--- src/rtl/pirq_pkg.sv ---
// constants and register map of the peripheral interrupt flag and enable block
package pirq_pkg;
  // ----------------------------------------------------------------
  // register byte offsets
  // ----------------------------------------------------------------
  localparam logic [5:0] OFS_ENABLE4  = 6'h00;
  localparam logic [5:0] OFS_FLAGS1   = 6'h04;
  localparam logic [5:0] OFS_FLAGS2   = 6'h08;
  localparam logic [5:0] OFS_FLAGS3   = 6'h0C;
  localparam logic [5:0] OFS_FLAGS4   = 6'h10;
  localparam logic [5:0] OFS_MAIN_CTL = 6'h14;
  localparam logic [5:0] OFS_IRQ_STAT = 6'h18;
  localparam logic [5:0] OFS_IRQ_EN   = 6'h1C;
  localparam logic [5:0] OFS_IRQ_CLR  = 6'h20;
  // ----------------------------------------------------------------
  // field layout, index 0 is group 1
  // ----------------------------------------------------------------
  localparam logic [3:0][7:0] FLAG_IMPL  = {8'h33, 8'h7A, 8'hFD, 8'hFF};
  localparam logic [3:0][7:0] FLAG_SWMSK = {8'h33, 8'h7A, 8'hFD, 8'hCF};
  localparam logic [7:0]      ENABLE4_IMPL = 8'h33;
  localparam int              SERIAL1_RX_BIT = 5;
  localparam int              SERIAL1_TX_BIT = 4;
  localparam int              GLOBAL_EN_BIT  = 7;
  localparam int              GATE_EN_BIT    = 6;
  localparam logic [7:0]      MAIN_CTL_IMPL  = 8'hC0;
  // ----------------------------------------------------------------
  // reset values
  // ----------------------------------------------------------------
  localparam logic [7:0]  FLAG_RESET    = 8'h00;
  localparam logic [7:0]  ENABLE_RESET  = 8'h00;
  localparam logic [7:0]  CTL_RESET     = 8'h00;
  localparam logic [3:0]  STAT_RESET    = 4'h0;
  localparam logic [31:0] RDATA_RESET   = 32'h0000_0000;
endpackage

--- src/rtl/flag_if.sv ---
// flag register group connection between top and flag storage
`timescale 1ns/100ps
interface flag_if;
  logic       wr;
  logic [7:0] wdata;
  logic [7:0] evt;
  logic [7:0] q;
  modport ctl (output wr, output wdata, output evt, input q);
  modport store (input wr, input wdata, input evt, output q);
endinterface

--- src/rtl/flag_reg.sv ---
// one group of eight peripheral request flags
`timescale 1ns/100ps
module flag_reg
  import pirq_pkg::*;
#(
  parameter logic [7:0] IMPL  = 8'hFF,
  parameter logic [7:0] SWMSK = 8'hFF
) (
  input wire logic mclk,
  input wire logic rstn,
  flag_if.store    fi
);
  logic [7:0] flag_q;
  logic [7:0] flag_d;

  // ----------------------------------------------------------------
  // next value
  // ----------------------------------------------------------------
  always_comb begin
    // hw-only bits follow their source; set wins over a software zero
    flag_d = IMPL & ((SWMSK & ((fi.wr ? fi.wdata : flag_q) | fi.evt))
                     | (~SWMSK & fi.evt));
  end

  always_ff @(posedge mclk or negedge rstn) begin
    if (!rstn) begin
      flag_q <= FLAG_RESET;
    end else begin
      flag_q <= flag_d;
    end
  end

  assign fi.q = flag_q;

  chk_unimpl_zero: assert property (@(posedge mclk) disable iff (!rstn)
    (flag_q & ~IMPL) == 8'h00)
    else $error("unimplemented flag bit set");

  chk_set_wins: assert property (@(posedge mclk) disable iff (!rstn)
    (fi.wr && (fi.evt & IMPL & SWMSK) != 8'h00)
      |=> ((flag_q & $past(fi.evt & IMPL & SWMSK)) == $past(fi.evt & IMPL & SWMSK)))
    else $error("event lost against software clear");

  chk_flag_holds: assert property (@(posedge mclk) disable iff (!rstn)
    (!fi.wr && fi.evt == 8'h00) |=> ((flag_q & SWMSK) == ($past(flag_q) & SWMSK)))
    else $error("writable flag changed without cause");
endmodule

--- src/rtl/periph_irq.sv ---
// peripheral interrupt flags, group 4 enables, gating and avalon slave
`timescale 1ns/100ps
module periph_irq
  import pirq_pkg::*;
(
  input  wire logic        mclk,
  input  wire logic        rstn,
  input  wire logic [5:0]  address,
  input  wire logic        read,
  input  wire logic        write,
  input  wire logic [3:0]  byteenable,
  input  wire logic [31:0] writedata,
  output      logic [31:0] readdata,
  output      logic        waitrequest,
  input  wire logic [7:0]  flags1_set,
  input  wire logic [7:0]  flags2_set,
  input  wire logic [7:0]  flags3_set,
  input  wire logic [7:0]  flags4_set,
  input  wire logic [7:0]  enable_group1,
  input  wire logic [7:0]  enable_group2,
  input  wire logic [7:0]  enable_group3,
  output      logic        periph_irq_req,
  output      logic        irq
);
  // ----------------------------------------------------------------
  // state
  // ----------------------------------------------------------------
  logic [7:0]       enable4_q;
  logic [7:0]       enable4_d;
  logic [7:0]       main_ctl_q;
  logic [7:0]       main_ctl_d;
  logic [3:0]       stat_q;
  logic [3:0]       stat_d;
  logic [3:0]       stat_en_q;
  logic [3:0]       stat_en_d;
  logic [3:0][7:0]  prev_q;
  logic [31:0]      rdata_q;
  logic [31:0]      rdata_d;
  logic             rd_done_q;
  logic             rd_done_d;
  logic [3:0][7:0]  flags_q;
  logic [3:0][7:0]  flags_evt;
  logic [3:0][7:0]  enables;
  logic [3:0]       grp_rise;
  logic             wr_lane0;
  logic [7:0]       pending;

  assign wr_lane0 = write & byteenable[0];
  assign flags_evt = {flags4_set, flags3_set, flags2_set, flags1_set};
  // outer enables of groups 1-3 live elsewhere
  assign enables = {enable4_q, enable_group3, enable_group2, enable_group1};

  // ----------------------------------------------------------------
  // flag groups
  // ----------------------------------------------------------------
  genvar g;
  generate
    for (g = 0; g < 4; g++) begin : grp
      flag_if fif ();
      assign fif.wr    = wr_lane0 && (address == OFS_FLAGS1 + 6'(4 * g));
      assign fif.wdata = writedata[7:0];
      assign fif.evt   = flags_evt[g];
      assign flags_q[g] = fif.q;
      assign grp_rise[g] = |(flags_q[g] & ~prev_q[g]);
      // one flag at one counts as pending when enabled
      assign pending[g] = |(flags_q[g] & enables[g]);
      assign pending[g + 4] = 1'b0;
      flag_reg #(
        .IMPL  (FLAG_IMPL[g]),
        .SWMSK (FLAG_SWMSK[g])
      ) u_flags (
        .mclk (mclk),
        .rstn (rstn),
        .fi   (fif.store)
      );
    end
  endgenerate

  // ----------------------------------------------------------------
  // core request
  // ----------------------------------------------------------------
  assign periph_irq_req = main_ctl_q[GLOBAL_EN_BIT]
                        & main_ctl_q[GATE_EN_BIT]
                        & (|pending[3:0]);

  // ----------------------------------------------------------------
  // registers, next values
  // ----------------------------------------------------------------
  always_comb begin
    enable4_d  = enable4_q;
    main_ctl_d = main_ctl_q;
    stat_en_d  = stat_en_q;
    stat_d     = stat_q | grp_rise;
    if (wr_lane0) begin
      unique case (address)
        OFS_ENABLE4:  enable4_d  = writedata[7:0] & ENABLE4_IMPL;
        OFS_MAIN_CTL: main_ctl_d = writedata[7:0] & MAIN_CTL_IMPL;
        OFS_IRQ_EN:   stat_en_d  = writedata[3:0];
        // set wins over the clear in the same cycle
        OFS_IRQ_CLR:  stat_d     = (stat_q & ~writedata[3:0]) | grp_rise;
        default:      ;
      endcase
    end
  end

  always_comb begin
    rd_done_d = read & ~rd_done_q;
    rdata_d   = rdata_q;
    if (read && !rd_done_q) begin
      unique case (address)
        OFS_ENABLE4:  rdata_d = {24'h00_0000, enable4_q};
        OFS_FLAGS1:   rdata_d = {24'h00_0000, flags_q[0]};
        OFS_FLAGS2:   rdata_d = {24'h00_0000, flags_q[1]};
        OFS_FLAGS3:   rdata_d = {24'h00_0000, flags_q[2]};
        OFS_FLAGS4:   rdata_d = {24'h00_0000, flags_q[3]};
        OFS_MAIN_CTL: rdata_d = {24'h00_0000, main_ctl_q};
        OFS_IRQ_STAT: rdata_d = {28'h000_0000, stat_q};
        OFS_IRQ_EN:   rdata_d = {28'h000_0000, stat_en_q};
        // clear register is write-only; unmapped reads zero
        default:      rdata_d = RDATA_RESET;
      endcase
    end
  end

  always_ff @(posedge mclk or negedge rstn) begin
    if (!rstn) begin
      enable4_q  <= ENABLE_RESET;
      main_ctl_q <= CTL_RESET;
      stat_q     <= STAT_RESET;
      stat_en_q  <= STAT_RESET;
      prev_q     <= {4{FLAG_RESET}};
      rdata_q    <= RDATA_RESET;
      rd_done_q  <= 1'b0;
    end else begin
      enable4_q  <= enable4_d;
      main_ctl_q <= main_ctl_d;
      stat_q     <= stat_d;
      stat_en_q  <= stat_en_d;
      prev_q     <= flags_q;
      rdata_q    <= rdata_d;
      rd_done_q  <= rd_done_d;
    end
  end

  // reads take two cycles so read data comes straight from a flop
  assign waitrequest = read & ~rd_done_q;
  assign readdata    = rdata_q;
  assign irq         = |(stat_q & stat_en_q);

  // ----------------------------------------------------------------
  // checks
  // ----------------------------------------------------------------
  chk_gate_blocks: assert property (@(posedge mclk) disable iff (!rstn)
    !main_ctl_q[GATE_EN_BIT] |-> !periph_irq_req)
    else $error("request passed a closed peripheral gate");

  chk_global_blocks: assert property (@(posedge mclk) disable iff (!rstn)
    !main_ctl_q[GLOBAL_EN_BIT] |-> !periph_irq_req)
    else $error("request passed with global enable clear");

  chk_req_pending: assert property (@(posedge mclk) disable iff (!rstn)
    (main_ctl_q[GLOBAL_EN_BIT] && main_ctl_q[GATE_EN_BIT]
      && (flags_q[3] & enable4_q) != 8'h00) |-> periph_irq_req)
    else $error("enabled pending flag did not raise request");

  chk_enable_mask: assert property (@(posedge mclk) disable iff (!rstn)
    (enable4_q == 8'h00 && enable_group1 == 8'h00 && enable_group2 == 8'h00
      && enable_group3 == 8'h00) |-> !periph_irq_req)
    else $error("request raised with all enables clear");

  chk_event_sets: assert property (@(posedge mclk) disable iff (!rstn)
    flags2_set[7] |=> flags_q[1][7] ##1 (flags_q[1][7] || $past(wr_lane0)))
    else $error("oscillator fail event did not set its flag");

  chk_serial_level: assert property (@(posedge mclk) disable iff (!rstn)
    ##1 (flags_q[0][SERIAL1_RX_BIT] == $past(flags1_set[SERIAL1_RX_BIT]))
      && (flags_q[0][SERIAL1_TX_BIT] == $past(flags1_set[SERIAL1_TX_BIT])))
    else $error("serial1 flag not following serial unit");

  chk_enable_unimpl: assert property (@(posedge mclk) disable iff (!rstn)
    (enable4_q & ~ENABLE4_IMPL) == 8'h00)
    else $error("unimplemented enable bit set");

  chk_reset_zero: assert property (@(posedge mclk)
    $rose(rstn) |-> (enable4_q == 8'h00 && main_ctl_q == 8'h00 && flags_q == 32'h0000_0000))
    else $error("state not zero after reset");

  chk_read_answer: assert property (@(posedge mclk) disable iff (!rstn)
    (read && waitrequest && address == OFS_FLAGS3)
      |=> (!waitrequest && readdata[7] == 1'b0 && readdata[2] == 1'b0 && readdata[0] == 1'b0))
    else $error("read not answered or unimplemented bit nonzero");
endmodule

--- config.mk ---
export PLATFORM = sky130hd
export DESIGN_NAME = periph_irq
export DESIGN_NICKNAME = d
export VERILOG_FILES = /design/src/rtl/pirq_pkg.sv /design/src/rtl/flag_if.sv /design/src/rtl/flag_reg.sv /design/src/rtl/periph_irq.sv
export SDC_FILE = /design/constraint.sdc
export NUM_CORES = 1
export LEC_CHECK = 0
export BUFFER_PORTS_ARGS = -buffer_cell sky130_fd_sc_hd__buf_2
export CORE_ASPECT_RATIO = 1.5
export CORE_MARGIN = 3
export CORE_UTILIZATION = 46
export DETAILED_ROUTE_END_ITERATION = 10
export GPL_TIMING_DRIVEN = 0
export PLACE_DENSITY = 0.77
export SYNTH_ARGS = -nofsm -noshare
export SYNTH_HDL_FRONTEND = slang
export SYNTH_SLANG_ARGS = --single-unit
--- constraint.sdc ---
create_clock -name mclk -period 2.7 [get_ports mclk]
set_input_delay 0.54 -clock mclk [delete_from_list [all_inputs] [get_ports mclk]]
set_output_delay 0.54 -clock mclk [all_outputs]
set_load 0.05 [all_outputs]
==> impl_metrics.csv <==
group,metric,value,unit
run_status,status,"completed",
worst_setup_path,r2r-start,"grp[1].u_flags.fi.q[0]$_DFF_PN0_",
clock_tree,post-cts-setup-buffer-count,0,
clock_tree,cts_tree,"yes",
die,die_width,75.8,microns
drt,avgRoutedWirePerCell,16.7,microns
yosys,synth.area.top_cells,"dfrtp_1 (53%), buf_4 (5.6%), a211o_1 (4.7%)",
global_route,grt_start_max_net_pins,72,
worst_setup_path,crit_required,2.16,ns
yosys,yosysSeqAreaShare,0.528,
worst_setup_path,path_cells,"a22oi_1, nand4_1, o311a_1, buf_2",
yosys,yosysMostFrequentCell,"dfrtp_1",
worst_setup_path,worstSetupPathType,"reg -> out",
worst_setup_path,cp_slowest_cell,"dfrtp_1",
drt,drt_iter0_drc,246,
finish,diodes,0,
min_path,hp-class,"in -> reg",
pwr,p_per_area,537,mW/mm^2
die,die-area,0.00839,sq mm
drt,drcViolationCount,0,
pwr,power_leakage,1.99,nW
yosys,synth.avg_cell_area,11.0,sq um
worst_setup_path,slowest_delay,0.42,ns
timing,max_slew.worst_pin.slew,0.891,ns
timing,hold_viol,0,
timing,fin_setup_tns,0,ns
finish,final_nets,513,
yosys,synth-seq-cells,71,
pwr,power.total,2.20,mW
clock_tree,root_buffer,"clkbuf_8",
min_path,min-delay-start,"flags1_set[5]",
die,fp-row-count,37,
global_route,globalRouteOverflowTotal,0,
global_route,antenna_found_initial,0,
worst_setup_path,critPathLaunchType,"register",
clock_tree,cts_buffer_depth,2,
global_route,grt_util_all_layers,0.221,
drt,first_pass_iters,4,
finish,drive_above_1_share,0.331,
timing,timing.fmax,437,MHz
clock_tree,cts_max_level,3,
placed_design,port_buffers,71,
worst_setup_path,startpoint,"grp[0].u_flags.fi.q[2]$_DFF_PN0_",
clock_tree,numClockSinks,71,
flow_run,cap_viol_max_count,0,
die,io_pins,137,
global_route,grt_pass1_wl,13.6,mm
yosys,synth_ff_type,"dfrtp_1",
yosys,ys_warn_count,0,
drt,antenna_left,0,
finish,syn_to_final_growth,21.7,%
worst_setup_path,worstPathMaxFanout,4,
clock_tree,cts_hold_buf,0,
placed_design,placed_cells_incl_taps,497,
die,core,0.00699,sq mm
timing,finClkSkew,0.00885,ns
clock_tree,post_cts_resized,0,
yosys,synthCells,306,
placed_design,globalplace.congestion,0.929,
clock_tree,cts_buffers,9,
finish,stdcell_count,511,
drt,vias,2685,
yosys,ys_types,40,
global_route,grt_pass1_vias,2624,
yosys,syn_area,0.00336,sq mm
timing,layout_setup_ws,0.410,ns
timing,setup_violations,0,
clock_tree,clock_latency,0.36,ns
timing,timing.slew.headroom,0.406,
yosys,netlist.area_leader.share,0.528,
drt,drt-vias-per-instance,5.25,
yosys,synthTopCellsByCount,"dfrtp_1 (71), inv_1 (28), buf_4 (25)",
timing,fin_crit,2.29,ns
yosys,synth_top_cell_by_area,"dfrtp_1",
timing,slew_viol_final,0,
worst_setup_path,cp.arrival,1.75,ns
die,die_h,111,microns
worst_setup_path,end_kind,"primary output",
die,start_util,0.481,
yosys,synth_edf_count,0,
placed_design,place_hpwl,6.61,mm
pwr,irDropWorstVdd,372,uV
placed_design,place_ws,0.495,ns
yosys,ys_async_sr_fraction,1.00,
finish,fill_cells,640,
timing,rsz0062_at_grt,"no",
clock_tree,clk_pin_slew,0.07,ns
timing,fin_crit_sh,0.848,
drt,drt_wl_total,8.53,mm
## cells in the final DEF (no fill, tap or decap), drive strengths merged, types with 14 or more instances in the layout
master	n
a211o	18
inv	28
nor2	21
a22oi	14
buf	104
clkbuf	15
conb	24
nand2	19
dfrtp	71
## layer usage
layer  wire length (microns)  track usage
met1                    3230        0.273
met2                    4270        0.351
met3                     768       0.0635
met4                     259       0.0933
met5                       0            0
## sequential cells by signal (all words and copies together), names as in the netlist
signal,count
enable4_q,4
main_ctl_q,2
readdata,8
rd_done_q,1
stat_en_q,4
grp.u_flags.fi.q,24
prev_q,24
stat_q,4
## power breakdown
| group | switching [mW] | leakage, nW | internal (mW) |
|---|---|---|---|
| clock network | 0.369 | 0.0854 | 0.373 |
| logic | 0.229 | 1.18 | 0.116 |
| registers | 0.0220 | 0.727 | 1.09 |
| total | 0.620 | 1.99 | 1.58 |
## cell type report
cell class	count	area [sq um]	share of cell area
inverters	28	105	0.0257
multi-input cells	195	1320	0.323
repair buffers	71	358	0.0874
plain buffers	35	248	0.0605
flip-flops and latches	71	1780	0.434
clock buffers	13	159	0.0388
well taps	97	121	0.0297
clock inverters	1	5.00	0.00122
## worst max-delay path: cells and delay by family, from the launching register on
family	cells	cell delay (ns)
AOI/OAI and AO/OA	2	0.63
DFF	1	0.42
buffers and inverters	1	0.21
and+or+nand+nor	1	0.13
## path summary, 6_finish.rpt
| path | to | slack, ns | cells past startpoint |
|---|---|---|---|
| min in group asynchronous | grp[0].u_flags.fi.q[0]$_DFF_PN0_ | 0.30 | 1 |
| hold / removal | grp[0].u_flags.fi.q[5]$_DFF_PN0_ | 0.29 | 1 |
| hold reg to reg | prev_q[10]$_DFF_PN0_ | 0.42 | 0 |
| setup / recovery | periph_irq_req | 0.41 | 4 |
| setup reg to reg | readdata[0]$_DFFE_PN0P_ | 1.27 | 4 |
| max in group asynchronous | grp[3].u_flags.fi.q[4]$_DFF_PN0_ | 1.81 | 1 |
## through the flow
stage                util  instance area [sq um]  hold WS (ns)
detailed placement  0.562                   3930         0.406
global route        0.585                   4090         0.290
global placement    0.562                   3930         0.395
finish              0.585                   4090         0.293
CTS                 0.585                   4090         0.275
floorplan               -                   3450         0.244
## cells by family after synthesis
family,Yosys count,synth area share
buffers and inverters,63,0.105
DFF,71,0.528
AOI/OAI and AO/OA,78,0.169
and+or+nand+nor,73,0.130
muxes,20,0.0673
other,1,0.00112
Note: power is estimated with default switching activity, not from simulation.
